==> src/rtl/dpl_consts.svh <==
// constants for the clock recovery loop
`ifndef DPL_CONSTS_SVH
`define DPL_CONSTS_SVH
// ==========================================
// command field codes
`define DPL_CMD_NULL    3'h0
`define DPL_CMD_SEARCH  3'h1
`define DPL_CMD_DISABLE 3'h2
`define DPL_CMD_RST_MIS 3'h3
`define DPL_CMD_SRC_BRG 3'h4
`define DPL_CMD_SRC_PIN 3'h5
`define DPL_CMD_FM      3'h6
`define DPL_CMD_NRZI    3'h7
// ==========================================
// counter landmarks
`define DPL_CNT_HOLD  5'h10
`define DPL_CNT_ADJ   5'h05
`define DPL_CNT_PRE   5'h04
`define DPL_CNT_SKIP  5'h06
`define DPL_CNT_DEC   5'h02
`define DPL_CNT_MAX   5'h1f
`define DPL_CNT_ZERO  5'h00
`define DPL_CNT_NC_LO 5'h0f
`define DPL_CNT_NC_HI 5'h10
`define DPL_FM_WIN_LO 5'h0c
`define DPL_FM_WIN_HI 5'h13
// ==========================================
// output decoder bit positions
`define DPL_BIT_NRZI 4
`define DPL_BIT_FM_A 3
`define DPL_BIT_FM_B 2
`endif

==> src/rtl/dpl_pkg.sv <==
// types shared by the clock recovery loop
package dpl_pkg;
  // ==========================================
  // loop state, one-hot
  typedef enum logic [2:0] {
    DPL_OFF  = 3'h1,
    DPL_SRCH = 3'h2,
    DPL_RUN  = 3'h4
  } dpl_state_t;
  // pending count correction
  typedef enum logic [2:0] {
    DPL_C_NONE  = 3'h1,
    DPL_C_LONG  = 3'h2,
    DPL_C_SHORT = 3'h4
  } dpl_corr_t;
  // ==========================================
  // sampler state
  typedef struct packed {
    logic ref_prev;
    logic rxd_prev;
  } dpl_smp_t;
  // main loop state
  typedef struct packed {
    dpl_state_t st;
    logic [4:0] cnt;
    dpl_corr_t  corr_req;
    dpl_corr_t  corr_act;
    logic       dup_done;
    logic       src_brg;
    logic       fm;
    logic       win_seen;
    logic       miss_prev;
    logic       one_mis;
    logic       two_mis;
    logic       srch_pend;
    logic       rx_out;
    logic       tx_out;
  } dpl_core_t;
endpackage : dpl_pkg

==> src/rtl/dpl_smp_if.sv <==
// link between loop core and input sampler
`timescale 1ns/1ps
interface dpl_smp_if;
  logic src_brg;  // reference select
  logic enable;   // edge detector on
  logic ref_rise; // reference rose
  logic half2;    // second half of count
  logic rxd_edge; // receive data toggled
  modport core (output src_brg, output enable,
                input ref_rise, input half2, input rxd_edge);
  modport smp  (input src_brg, input enable,
                output ref_rise, output half2, output rxd_edge);
endinterface : dpl_smp_if

==> src/rtl/dpl_sampler.sv <==
// reference select and edge detectors
`timescale 1ns/1ps
module dpl_sampler (
  // clock and reset
  input  wire logic core_clk,
  input  wire logic rst,
  // raw inputs
  input  wire logic baud_rate_gen,
  input  wire logic rx_tx_clock_pin,
  input  wire logic rxd,
  // to the core
  dpl_smp_if.smp    sif
);
  import dpl_pkg::*;
  dpl_smp_t s_reg;  // previous levels
  dpl_smp_t s_next; // next previous levels
  logic     ref_lvl; // selected reference
  // ==========================================
  // two-input source multiplexer
  always_comb begin
    ref_lvl = sif.src_brg ? baud_rate_gen : rx_tx_clock_pin;
    s_next.ref_prev = ref_lvl;
    s_next.rxd_prev = rxd;
    sif.ref_rise = ref_lvl & ~s_reg.ref_prev;
    // low phase marks the second half of a count
    sif.half2 = ~ref_lvl;
    // data edges only seen while loop enabled
    sif.rxd_edge = sif.enable & (rxd ^ s_reg.rxd_prev);
  end
  // ==========================================
  // previous level registers
  always_ff @(posedge core_clk or posedge rst) begin
    if (rst) begin
      s_reg <= '0;
    end else begin
      s_reg <= s_next;
    end
  end
endmodule : dpl_sampler

==> src/rtl/dpl_top.sv <==
// digital phase-locked loop for receive clock recovery
// Overview of operation
// - reference runs 32x NRZI, 16x FM
// - 5-bit counter, edge detector, two decoders
// - code 100 picks generator, 101 pin
// - code 111 NRZI, 110 FM
// - reset: disabled, pin source, NRZI
// - NRZI: equal clocks, mid-cell sampling
// - FM: transmit lags receive quarter cycle
// - code 001 enables, or restarts search
// - data sampled whenever loop enabled
// - FM: two missed cells force search
// - search holds counter until boundary edge
// - NRZI: edge near 15/16 no correction
// - NRZI: late edge lengthens next cycle
// - NRZI: early edge shortens next cycle
// - no edge means no adjustment next
// - correct by skipping or repeating count 5
// - NRZI search: count 16, outputs high
// - missing flags unused in NRZI mode
// - FM: 32 counts span two cells
// - FM missing flags latch, clear on commands
// - FM search: count 16, outputs low
`timescale 1ns/1ps
`include "dpl_consts.svh"
module dpl_top (
  // clock and reset
  input  wire logic       core_clk,
  input  wire logic       rst,
  // command field
  input  wire logic       cmd_valid,
  input  wire logic [2:0] cmd_code,
  // reference sources and data
  input  wire logic       baud_rate_gen,
  input  wire logic       rx_tx_clock_pin,
  input  wire logic       rxd,
  // recovered clocks
  output logic            pll_rx_clk,
  output logic            pll_tx_clk,
  // status
  output logic            pll_enabled,
  output logic            pll_searching,
  output logic            src_is_brg,
  output logic            mode_is_fm,
  output logic            one_clock_missing,
  output logic            two_clocks_missing
);
  import dpl_pkg::*;
  // ==========================================
  // how the loop behaves
  // one count per rise of the chosen reference;
  // the reference low phase is the second half
  // of a count, which splits counts 15 and 16
  // nrzi: 32 counts per cell, clocks high 16..31
  // fm: 32 counts span two cells; only edges in
  // the mid 12 to mid 19 window steer the count
  // corrections wait for the next wrap to 0 and
  // touch count 5 only, so nrzi and fm transmit high phases stay fixed
  // the latest classified edge in a cycle wins
  // auto search is taken at count 2, where both
  // fm clocks are already low: no glitch at entry
  // auto search keeps the missing flags, so that
  // software can still see why lock was lost
  // a flag set and a reset-missing clear in one cycle: set wins
  // any other command wins over the datapath in one cycle
  // limitation: source and mode changes act at
  // once; software must disable the loop first,
  // or a narrow reference pulse may upset a count
  // limitation: edges are seen at core_clk rate,
  // so each reference phase needs one core cycle
  // the first edge after search is trusted as a
  // boundary; a data edge there only delays lock
  // trade-off: every state bit sits in one struct,
  // so the clocks and flags come from the same flops
  // ==========================================
  // declarations
  dpl_core_t s_reg;     // all loop state
  dpl_core_t s_next;    // next loop state
  dpl_smp_if sif ();    // sampler link
  logic      e_nc;      // edge in no-change zone
  logic      e_long;    // edge calls for lengthen
  logic      e_short;   // edge calls for shorten
  logic      e_win;     // edge inside FM window
  logic      e_ign;     // edge FM ignores
  logic      win_hit;   // window seen incl. now
  logic      set_one;   // one-miss event now
  logic      set_two;   // two-miss event now
  // ==========================================
  // input sampler and edge detector
  dpl_sampler u_smp (
    .core_clk        (core_clk),
    .rst             (rst),
    .baud_rate_gen   (baud_rate_gen),
    .rx_tx_clock_pin (rx_tx_clock_pin),
    .rxd             (rxd),
    .sif             (sif.smp)
  );
  // control back to the sampler comes from flops
  assign sif.src_brg = s_reg.src_brg;
  assign sif.enable  = (s_reg.st != DPL_OFF);
  // ==========================================
  // edge position classification
  always_comb begin
    // second half of 15 or first half of 16
    e_nc = ((s_reg.cnt == `DPL_CNT_NC_LO) && sif.half2) ||
           ((s_reg.cnt == `DPL_CNT_NC_HI) && !sif.half2);
    // late: from mid 16 to end of 31
    e_long = ((s_reg.cnt == `DPL_CNT_NC_HI) && sif.half2) ||
             (s_reg.cnt > `DPL_CNT_NC_HI);
    // early: from 0 to mid 15
    e_short = (s_reg.cnt < `DPL_CNT_NC_LO) ||
              ((s_reg.cnt == `DPL_CNT_NC_LO) && !sif.half2);
    // FM window runs mid 12 to mid 19
    e_win = ((s_reg.cnt == `DPL_FM_WIN_LO) && sif.half2) ||
            ((s_reg.cnt > `DPL_FM_WIN_LO) &&
             (s_reg.cnt < `DPL_FM_WIN_HI)) ||
            ((s_reg.cnt == `DPL_FM_WIN_HI) && !sif.half2);
    // data transitions outside window are ignored
    e_ign = !e_win;
    win_hit = s_reg.win_seen | (sif.rxd_edge & e_win);
  end
  // ==========================================
  // next state of the loop
  always_comb begin
    s_next = s_reg;
    // miss events of this cycle, for set-wins
    set_one = 1'b0;
    set_two = 1'b0;
    unique case (s_reg.st)
      // held, no edge detection
      DPL_OFF: begin
        // edge detector off, so no data edge arrives
        s_next.cnt = `DPL_CNT_HOLD;
      end
      // counter held at 16 waiting for an edge
      DPL_SRCH: begin
        s_next.cnt = `DPL_CNT_HOLD;
        if (sif.rxd_edge) begin
          // first edge taken as a cell boundary
          s_next.st = DPL_RUN;
          // in fm that boundary also counts as the window edge
          s_next.win_seen = s_reg.fm;
        end
      end
      // locked or locking: count and correct
      DPL_RUN: begin
        // record a correction for the next cycle
        if (sif.rxd_edge) begin
          if (!s_reg.fm) begin
            // nrzi: every edge steers the count
            if (e_nc) begin
              s_next.corr_req = DPL_C_NONE;
            end else if (e_long) begin
              s_next.corr_req = DPL_C_LONG;
            end else if (e_short) begin
              s_next.corr_req = DPL_C_SHORT;
            end
          end else if (!e_ign) begin
            // fm: window edge, boundary found
            s_next.win_seen = 1'b1;
            if (e_nc) begin
              s_next.corr_req = DPL_C_NONE;
            end else if (e_long) begin
              s_next.corr_req = DPL_C_LONG;
            end else begin
              s_next.corr_req = DPL_C_SHORT;
            end
          end
        end
        // one count per reference rising edge
        if (sif.ref_rise) begin
          // FM window closes at count 19
          if (s_reg.fm && (s_reg.cnt == `DPL_FM_WIN_HI)) begin
            if (!win_hit) begin
              // second miss in a row: line error
              if (s_reg.miss_prev) begin
                s_next.two_mis   = 1'b1;
                s_next.srch_pend = 1'b1;
                set_two          = 1'b1;
              end
              // any miss latches the one flag
              s_next.one_mis   = 1'b1;
              s_next.miss_prev = 1'b1;
              set_one          = 1'b1;
            end else begin
              // boundary seen: streak broken
              s_next.miss_prev = 1'b0;
            end
            s_next.win_seen = 1'b0;
          end
          // counter step with count 5 adjustment
          if ((s_reg.cnt == `DPL_CNT_ADJ) &&
              (s_reg.corr_act == DPL_C_LONG) &&
              !s_reg.dup_done) begin
            // repeat count 5: low phase longer
            s_next.dup_done = 1'b1;
          end else if ((s_reg.cnt == `DPL_CNT_PRE) &&
                       (s_reg.corr_act == DPL_C_SHORT)) begin
            // skip count 5: low phase shorter
            s_next.cnt = `DPL_CNT_SKIP;
          end else if (s_reg.cnt == `DPL_CNT_MAX) begin
            // new cycle takes last cycle's verdict
            s_next.cnt      = `DPL_CNT_ZERO;
            s_next.corr_act = s_next.corr_req;
            s_next.corr_req = DPL_C_NONE;
            s_next.dup_done = 1'b0;
          end else begin
            s_next.cnt = s_reg.cnt + 5'h01;
          end
          // search decision at count 2, both clocks low
          if (s_reg.srch_pend && (s_reg.cnt == `DPL_CNT_DEC)) begin
            // drop any pending correction, start clean
            s_next.st        = DPL_SRCH;
            s_next.cnt       = `DPL_CNT_HOLD;
            s_next.srch_pend = 1'b0;
            s_next.miss_prev = 1'b0;
            s_next.win_seen  = 1'b0;
            s_next.corr_req  = DPL_C_NONE;
            s_next.corr_act  = DPL_C_NONE;
            s_next.dup_done  = 1'b0;
          end
        end
      end
      default: begin
        // illegal code: fall back to disabled
        s_next.st  = DPL_OFF;
        s_next.cnt = `DPL_CNT_HOLD;
      end
    endcase
    // ----------------------------------------
    // software commands override the datapath, except the missing-flag reset
    if (cmd_valid) begin
      unique case (cmd_code)
        `DPL_CMD_SEARCH: begin
          // enable, or restart hunting if enabled
          s_next.st        = DPL_SRCH;
          s_next.cnt       = `DPL_CNT_HOLD;
          s_next.one_mis   = 1'b0;
          s_next.two_mis   = 1'b0;
          s_next.srch_pend = 1'b0;
          s_next.miss_prev = 1'b0;
          s_next.win_seen  = 1'b0;
          s_next.corr_req  = DPL_C_NONE;
          s_next.corr_act  = DPL_C_NONE;
          s_next.dup_done  = 1'b0;
        end
        // disable parks the counter and clears flags
        `DPL_CMD_DISABLE: begin
          s_next.st        = DPL_OFF;
          s_next.cnt       = `DPL_CNT_HOLD;
          s_next.one_mis   = 1'b0;
          s_next.two_mis   = 1'b0;
          s_next.srch_pend = 1'b0;
          s_next.miss_prev = 1'b0;
          s_next.win_seen  = 1'b0;
          s_next.corr_req  = DPL_C_NONE;
          s_next.corr_act  = DPL_C_NONE;
          s_next.dup_done  = 1'b0;
        end
        `DPL_CMD_RST_MIS: begin
          // clear, but a miss found this cycle still sets
          s_next.one_mis = set_one;
          s_next.two_mis = set_two;
        end
        // source and mode: safe only while disabled
        `DPL_CMD_SRC_BRG: begin
          s_next.src_brg = 1'b1;
        end
        `DPL_CMD_SRC_PIN: begin
          s_next.src_brg = 1'b0;
        end
        // fm decoders take over at once
        `DPL_CMD_FM: begin
          s_next.fm = 1'b1;
        end
        `DPL_CMD_NRZI: begin
          s_next.fm        = 1'b0;
          // latches are meaningless in NRZI
          s_next.one_mis   = 1'b0;
          s_next.two_mis   = 1'b0;
          s_next.srch_pend = 1'b0;
        end
        default: begin
          // null command: nothing changes
          s_next.st = s_next.st;
        end
      endcase
    end
    // ----------------------------------------
    // output decoders from the next count;
    // disabled and search both hold count 16
    if (!s_next.fm) begin
      // identical clocks, high 16..31
      s_next.rx_out = s_next.cnt[`DPL_BIT_NRZI];
      s_next.tx_out = s_next.cnt[`DPL_BIT_NRZI];
    end else begin
      // search in fm sits at 16: both clocks low
      // receive edges at quarter points of a cell
      s_next.rx_out = s_next.cnt[`DPL_BIT_FM_A] ^
                      s_next.cnt[`DPL_BIT_FM_B];
      // transmit lags by four counts
      s_next.tx_out = s_next.cnt[`DPL_BIT_FM_A];
    end
  end
  // ==========================================
  // state register; reset gives pin, NRZI, off
  // reset branch holds constants only
  always_ff @(posedge core_clk or posedge rst) begin
    if (rst) begin
      s_reg.st        <= DPL_OFF;
      s_reg.cnt       <= `DPL_CNT_HOLD;
      s_reg.corr_req  <= DPL_C_NONE;
      s_reg.corr_act  <= DPL_C_NONE;
      s_reg.dup_done  <= 1'b0;
      s_reg.src_brg   <= 1'b0;
      s_reg.fm        <= 1'b0;
      s_reg.win_seen  <= 1'b0;
      s_reg.miss_prev <= 1'b0;
      s_reg.one_mis   <= 1'b0;
      s_reg.two_mis   <= 1'b0;
      s_reg.srch_pend <= 1'b0;
      // clocks high: disabled loop sits at 16 in nrzi
      s_reg.rx_out    <= 1'b1;
      s_reg.tx_out    <= 1'b1;
    end else begin
      s_reg <= s_next;
    end
  end
  // ==========================================
  // outputs straight from the state flops
  // status decodes read the state flops only
  assign pll_rx_clk         = s_reg.rx_out;
  assign pll_tx_clk         = s_reg.tx_out;
  assign pll_enabled        = (s_reg.st != DPL_OFF);
  assign pll_searching      = (s_reg.st != DPL_RUN);
  assign src_is_brg         = s_reg.src_brg;
  assign mode_is_fm         = s_reg.fm;
  assign one_clock_missing  = s_reg.one_mis;
  assign two_clocks_missing = s_reg.two_mis;
endmodule : dpl_top

==> config.mk <==
export PLATFORM = sky130hd
export DESIGN_NAME = dpl_top
export DESIGN_NICKNAME = d
export VERILOG_FILES = /design/src/rtl/dpl_pkg.sv /design/src/rtl/dpl_smp_if.sv /design/src/rtl/dpl_sampler.sv /design/src/rtl/dpl_top.sv
export VERILOG_INCLUDE_DIRS = /design/src /design/src/rtl
export SDC_FILE = /design/constraint.sdc
export NUM_CORES = 1
export LEC_CHECK = 0
export BUFFER_PORTS_ARGS = -buffer_cell sky130_fd_sc_hd__clkbuf_2
export CORE_ASPECT_RATIO = 0.75
export CORE_UTILIZATION = 53
export DETAILED_ROUTE_END_ITERATION = 10
export GPL_TIMING_DRIVEN = 0
export PLACE_DENSITY = 0.82
export SETUP_SLACK_MARGIN = 0.2
export SLEW_MARGIN = 20
export SYNTH_ARGS = -nofsm -noshare
export SYNTH_HDL_FRONTEND = slang
export SYNTH_SLANG_ARGS = --single-unit
export TNS_END_PERCENT = 10
==> constraint.sdc <==
create_clock -name core_clk -period 2.43 [get_ports core_clk]
set_input_delay 0 -clock core_clk [delete_from_list [all_inputs] [get_ports core_clk]]
set_output_delay 0 -clock core_clk [all_outputs]
set_load 0.02 [all_outputs]
==> results.sh <==
export IMPL_drc=2
export IMPL_clkLatencyLatePin_ps=270
export IMPL_yosys_area_top_type="dfrtp_1"
export IMPL_stdcell_area_um2=2250
export IMPL_setup_viol=0
export IMPL_largest_register_ffs=18
export IMPL_drive_gt1_share_pct=27.4
export IMPL_skew_ps=3.05
export IMPL_syn_to_final_growth_pct=20.1
export IMPL_dieArea_um2=3780
export IMPL_clock_path_buffers=2
export IMPL_grt_pass1_wl_um=7930
export IMPL_hold_path_class="input port to flop"
export IMPL_cp_required_ps=2630
export IMPL_clkTransAtPathRegs_ps=90
export IMPL_cts_tree="yes"
export IMPL_seq_area_frac_synth_pct=35.2
export IMPL_die_w_um=70.6
export IMPL_grt_max_degree=27
export IMPL_synth_top_cells_by_count="20 x dfrtp_1, 15 x inv_1, 14 x o21ai_0"
export IMPL_max_freq_mhz=429
export IMPL_synthDistinctLibCells=58
export IMPL_grt_pass1_vias=1567
export IMPL_routed_wl_um=5170
export IMPL_h_tree_depth=1
export IMPL_viasPerCell=6.63
export IMPL_path_delay_family="simple AND/OR/NAND/NOR gates"
export IMPL_rsz0062_at_grt="true"
export IMPL_cts_root_buf="clkbuf_8"
export IMPL_initial_core_util_pct=56.2
export IMPL_yosysMostFrequentCell="dfrtp_1"
export IMPL_post_dp_hpwl_um=3420
export IMPL_ys_warnings_count=0
export IMPL_worst_path_max_fanout=4
export IMPL_min_from="cmd_valid"
export IMPL_place_area_um2=2000
export IMPL_fin_nets=257
export IMPL_worstSetupPathType="flop to flop"
export IMPL_track_usage_pct=27.7
export IMPL_layout_cells_non_filler=281
export IMPL_max_slew_margin_rel_pct=39.0
export IMPL_final_max_slew_viol_count=0
export IMPL_power_density_nw_per_um2=419
export IMPL_antenna_found_initial=0
export IMPL_ioPinCount=17
export IMPL_critPathLaunchType="flop"
export IMPL_fin_crit_ps=2330
export IMPL_irDropWorstVdd_v=0.000277
export IMPL_drtAntennaViolNets=0
export IMPL_leakage_nw=0.879
export IMPL_synth_edf_count=0
export IMPL_worst_slew_pin_slew_ps=910
export IMPL_crit_path_cell_trace="inv_2 -> ha_1 -> or4bb_4 -> a21oi_4 -> buf_4 -> nor3b_1 -> or4b_1 -> o211ai_1"
export IMPL_arrival_ps=2530
export IMPL_portBuffers=14
export IMPL_numCtsBuffers=3
export IMPL_cts_sinks=26
export IMPL_vias=1863
export IMPL_ys_flop_type="dfrtp_1"
export IMPL_num_rows=18
export IMPL_synth_seq_cells=26
export IMPL_dr_pass1_iters=8
export IMPL_outcome="finished, violations left"
export IMPL_cp_buffers_inverters=2
export IMPL_slowest_delay_ps=560
export IMPL_postSynthAreaPerCell_um2=8.96
export IMPL_synthCells=209
export IMPL_async_flop_share_pct=100
export IMPL_drv_cap=0
export IMPL_routabilityCongestion=0.984
export IMPL_place_ws_ps=-159
export IMPL_critPathLaunch="s_reg[17]"
export IMPL_critical_path_slowest_cell="or4b_1"
export IMPL_hold_violations=0
export IMPL_violations="DRC"
export IMPL_period_share_pct=96.0
export IMPL_die_h_um=53.5
export IMPL_syn_nets=224
export IMPL_core_um2=3330
export IMPL_syn_area_um2=1870
export IMPL_crit_path_end_kind="flop"
export IMPL_diodes=0
export IMPL_overflow=0
export IMPL_drt_iter0_drc=205
export IMPL_r2r_start="s_reg[17]"
export IMPL_wl_per_cell_um=18.4
export IMPL_utilization_pct=67.4
export IMPL_dp_cells=263
export IMPL_power_mw=0.942
export IMPL_synth_top_area_share_pct=26.7
export IMPL_setup_ws_ps=97.1
export IMPL_synth_area_leaders="dfrtp_1 27%, dfstp_2 8.4%, ha_1 4.0%"
worst reg2reg max path, cell delays in order, from the launching register on:
cell	delay, ps
dfrtp_2	460
inv_2	80
ha_1	140
or4bb_4	480
a21oi_4	190
buf_4	140
nor3b_1	90
or4b_1	560
o211ai_1	130
logic make-up (layout without fill, tap and decap cells):
kind of cell / Yosys count / after routing / share of synthesized area [%]
simple gates: 75 / 75 / 24.5
compound gates: 68 / 68 / 26.5
buf+inv: 27 / 59 / 5.61
flops: 26 / 26 / 35.2
fa+ha+maj: 6 / 6 / 4.01
mux: 4 / 4 / 2.81
xor+xnor: 3 / 3 / 1.40
report_power, final:
group / internal [mW] / total, mW / switching (mW)
Combinational: 0.0641 / 0.190 / 0.126
Clock: 0.145 / 0.282 / 0.136
Sequential: 0.455 / 0.471 / 0.0156
layout by cell type (no fill, tap or decap), drive strengths merged, types with 6 or more instances in the layout:
| cell type | instances |
|---|---|
| a211oi | 8 |
| a21oi | 12 |
| buf | 15 |
| clkbuf | 25 |
| dfrtp | 20 |
| dfstp | 6 |
| ha | 6 |
| inv | 16 |
| nand2 | 14 |
| nand3 | 6 |
| nor2 | 13 |
| nor3 | 8 |
| o211ai | 7 |
| o21ai | 14 |
worst paths after layout:
kind                       cells after the start  slack [ps]                end
max in group asynchronous                      3        1610          s_reg[16]
hold / removal                                 3          20         src_is_brg
min in group asynchronous                      3         350          s_reg[22]
setup reg to reg                               8         100         pll_rx_clk
hold reg to reg                                2         530  one_clock_missing
setup / recovery                               8         100         pll_rx_clk
layer usage:
metal / part of all wire (%) / GRT usage [%] / vias up
li1: - / - / 869
met1: 45 / 38.9 / 890
met2: 44 / 44.2 / 86
met3: 8.6 / 6.48 / 18
met4: 2.3 / 4.67 / 0
met5: 0 / 0 / -
through the flow:
stage                     hold WS, ps  setup TNS (ps)
after detailed placement          150            -218
after floorplan                  31.4               0
after CTS                        14.6               0
final                            19.8               0
after global placement            139           -88.3
after global routing             38.4               0
timing repair:
action                                 4_1_cts  5_1_grt
gates resized for setup                     14       13
gates cloned                                 0        0
buffers inserted                             9        3
setup endpoints to repair                   12       10
endpoints found under the hold margin       21        0
hold buffers                                 2        0
pin swaps                                    5        4
cell type report:
cell class	instances	area (µm²)
Inverter	17	66.3
Tap cell	40	50.0
Multi-Input combinational cell	156	1180
Sequential cell	26	661
Timing Repair Buffer	28	180
Buffer	10	57.6
Clock buffer	4	55.1
Fill cell	274	1090
Power figures use the tool's default switching activity.
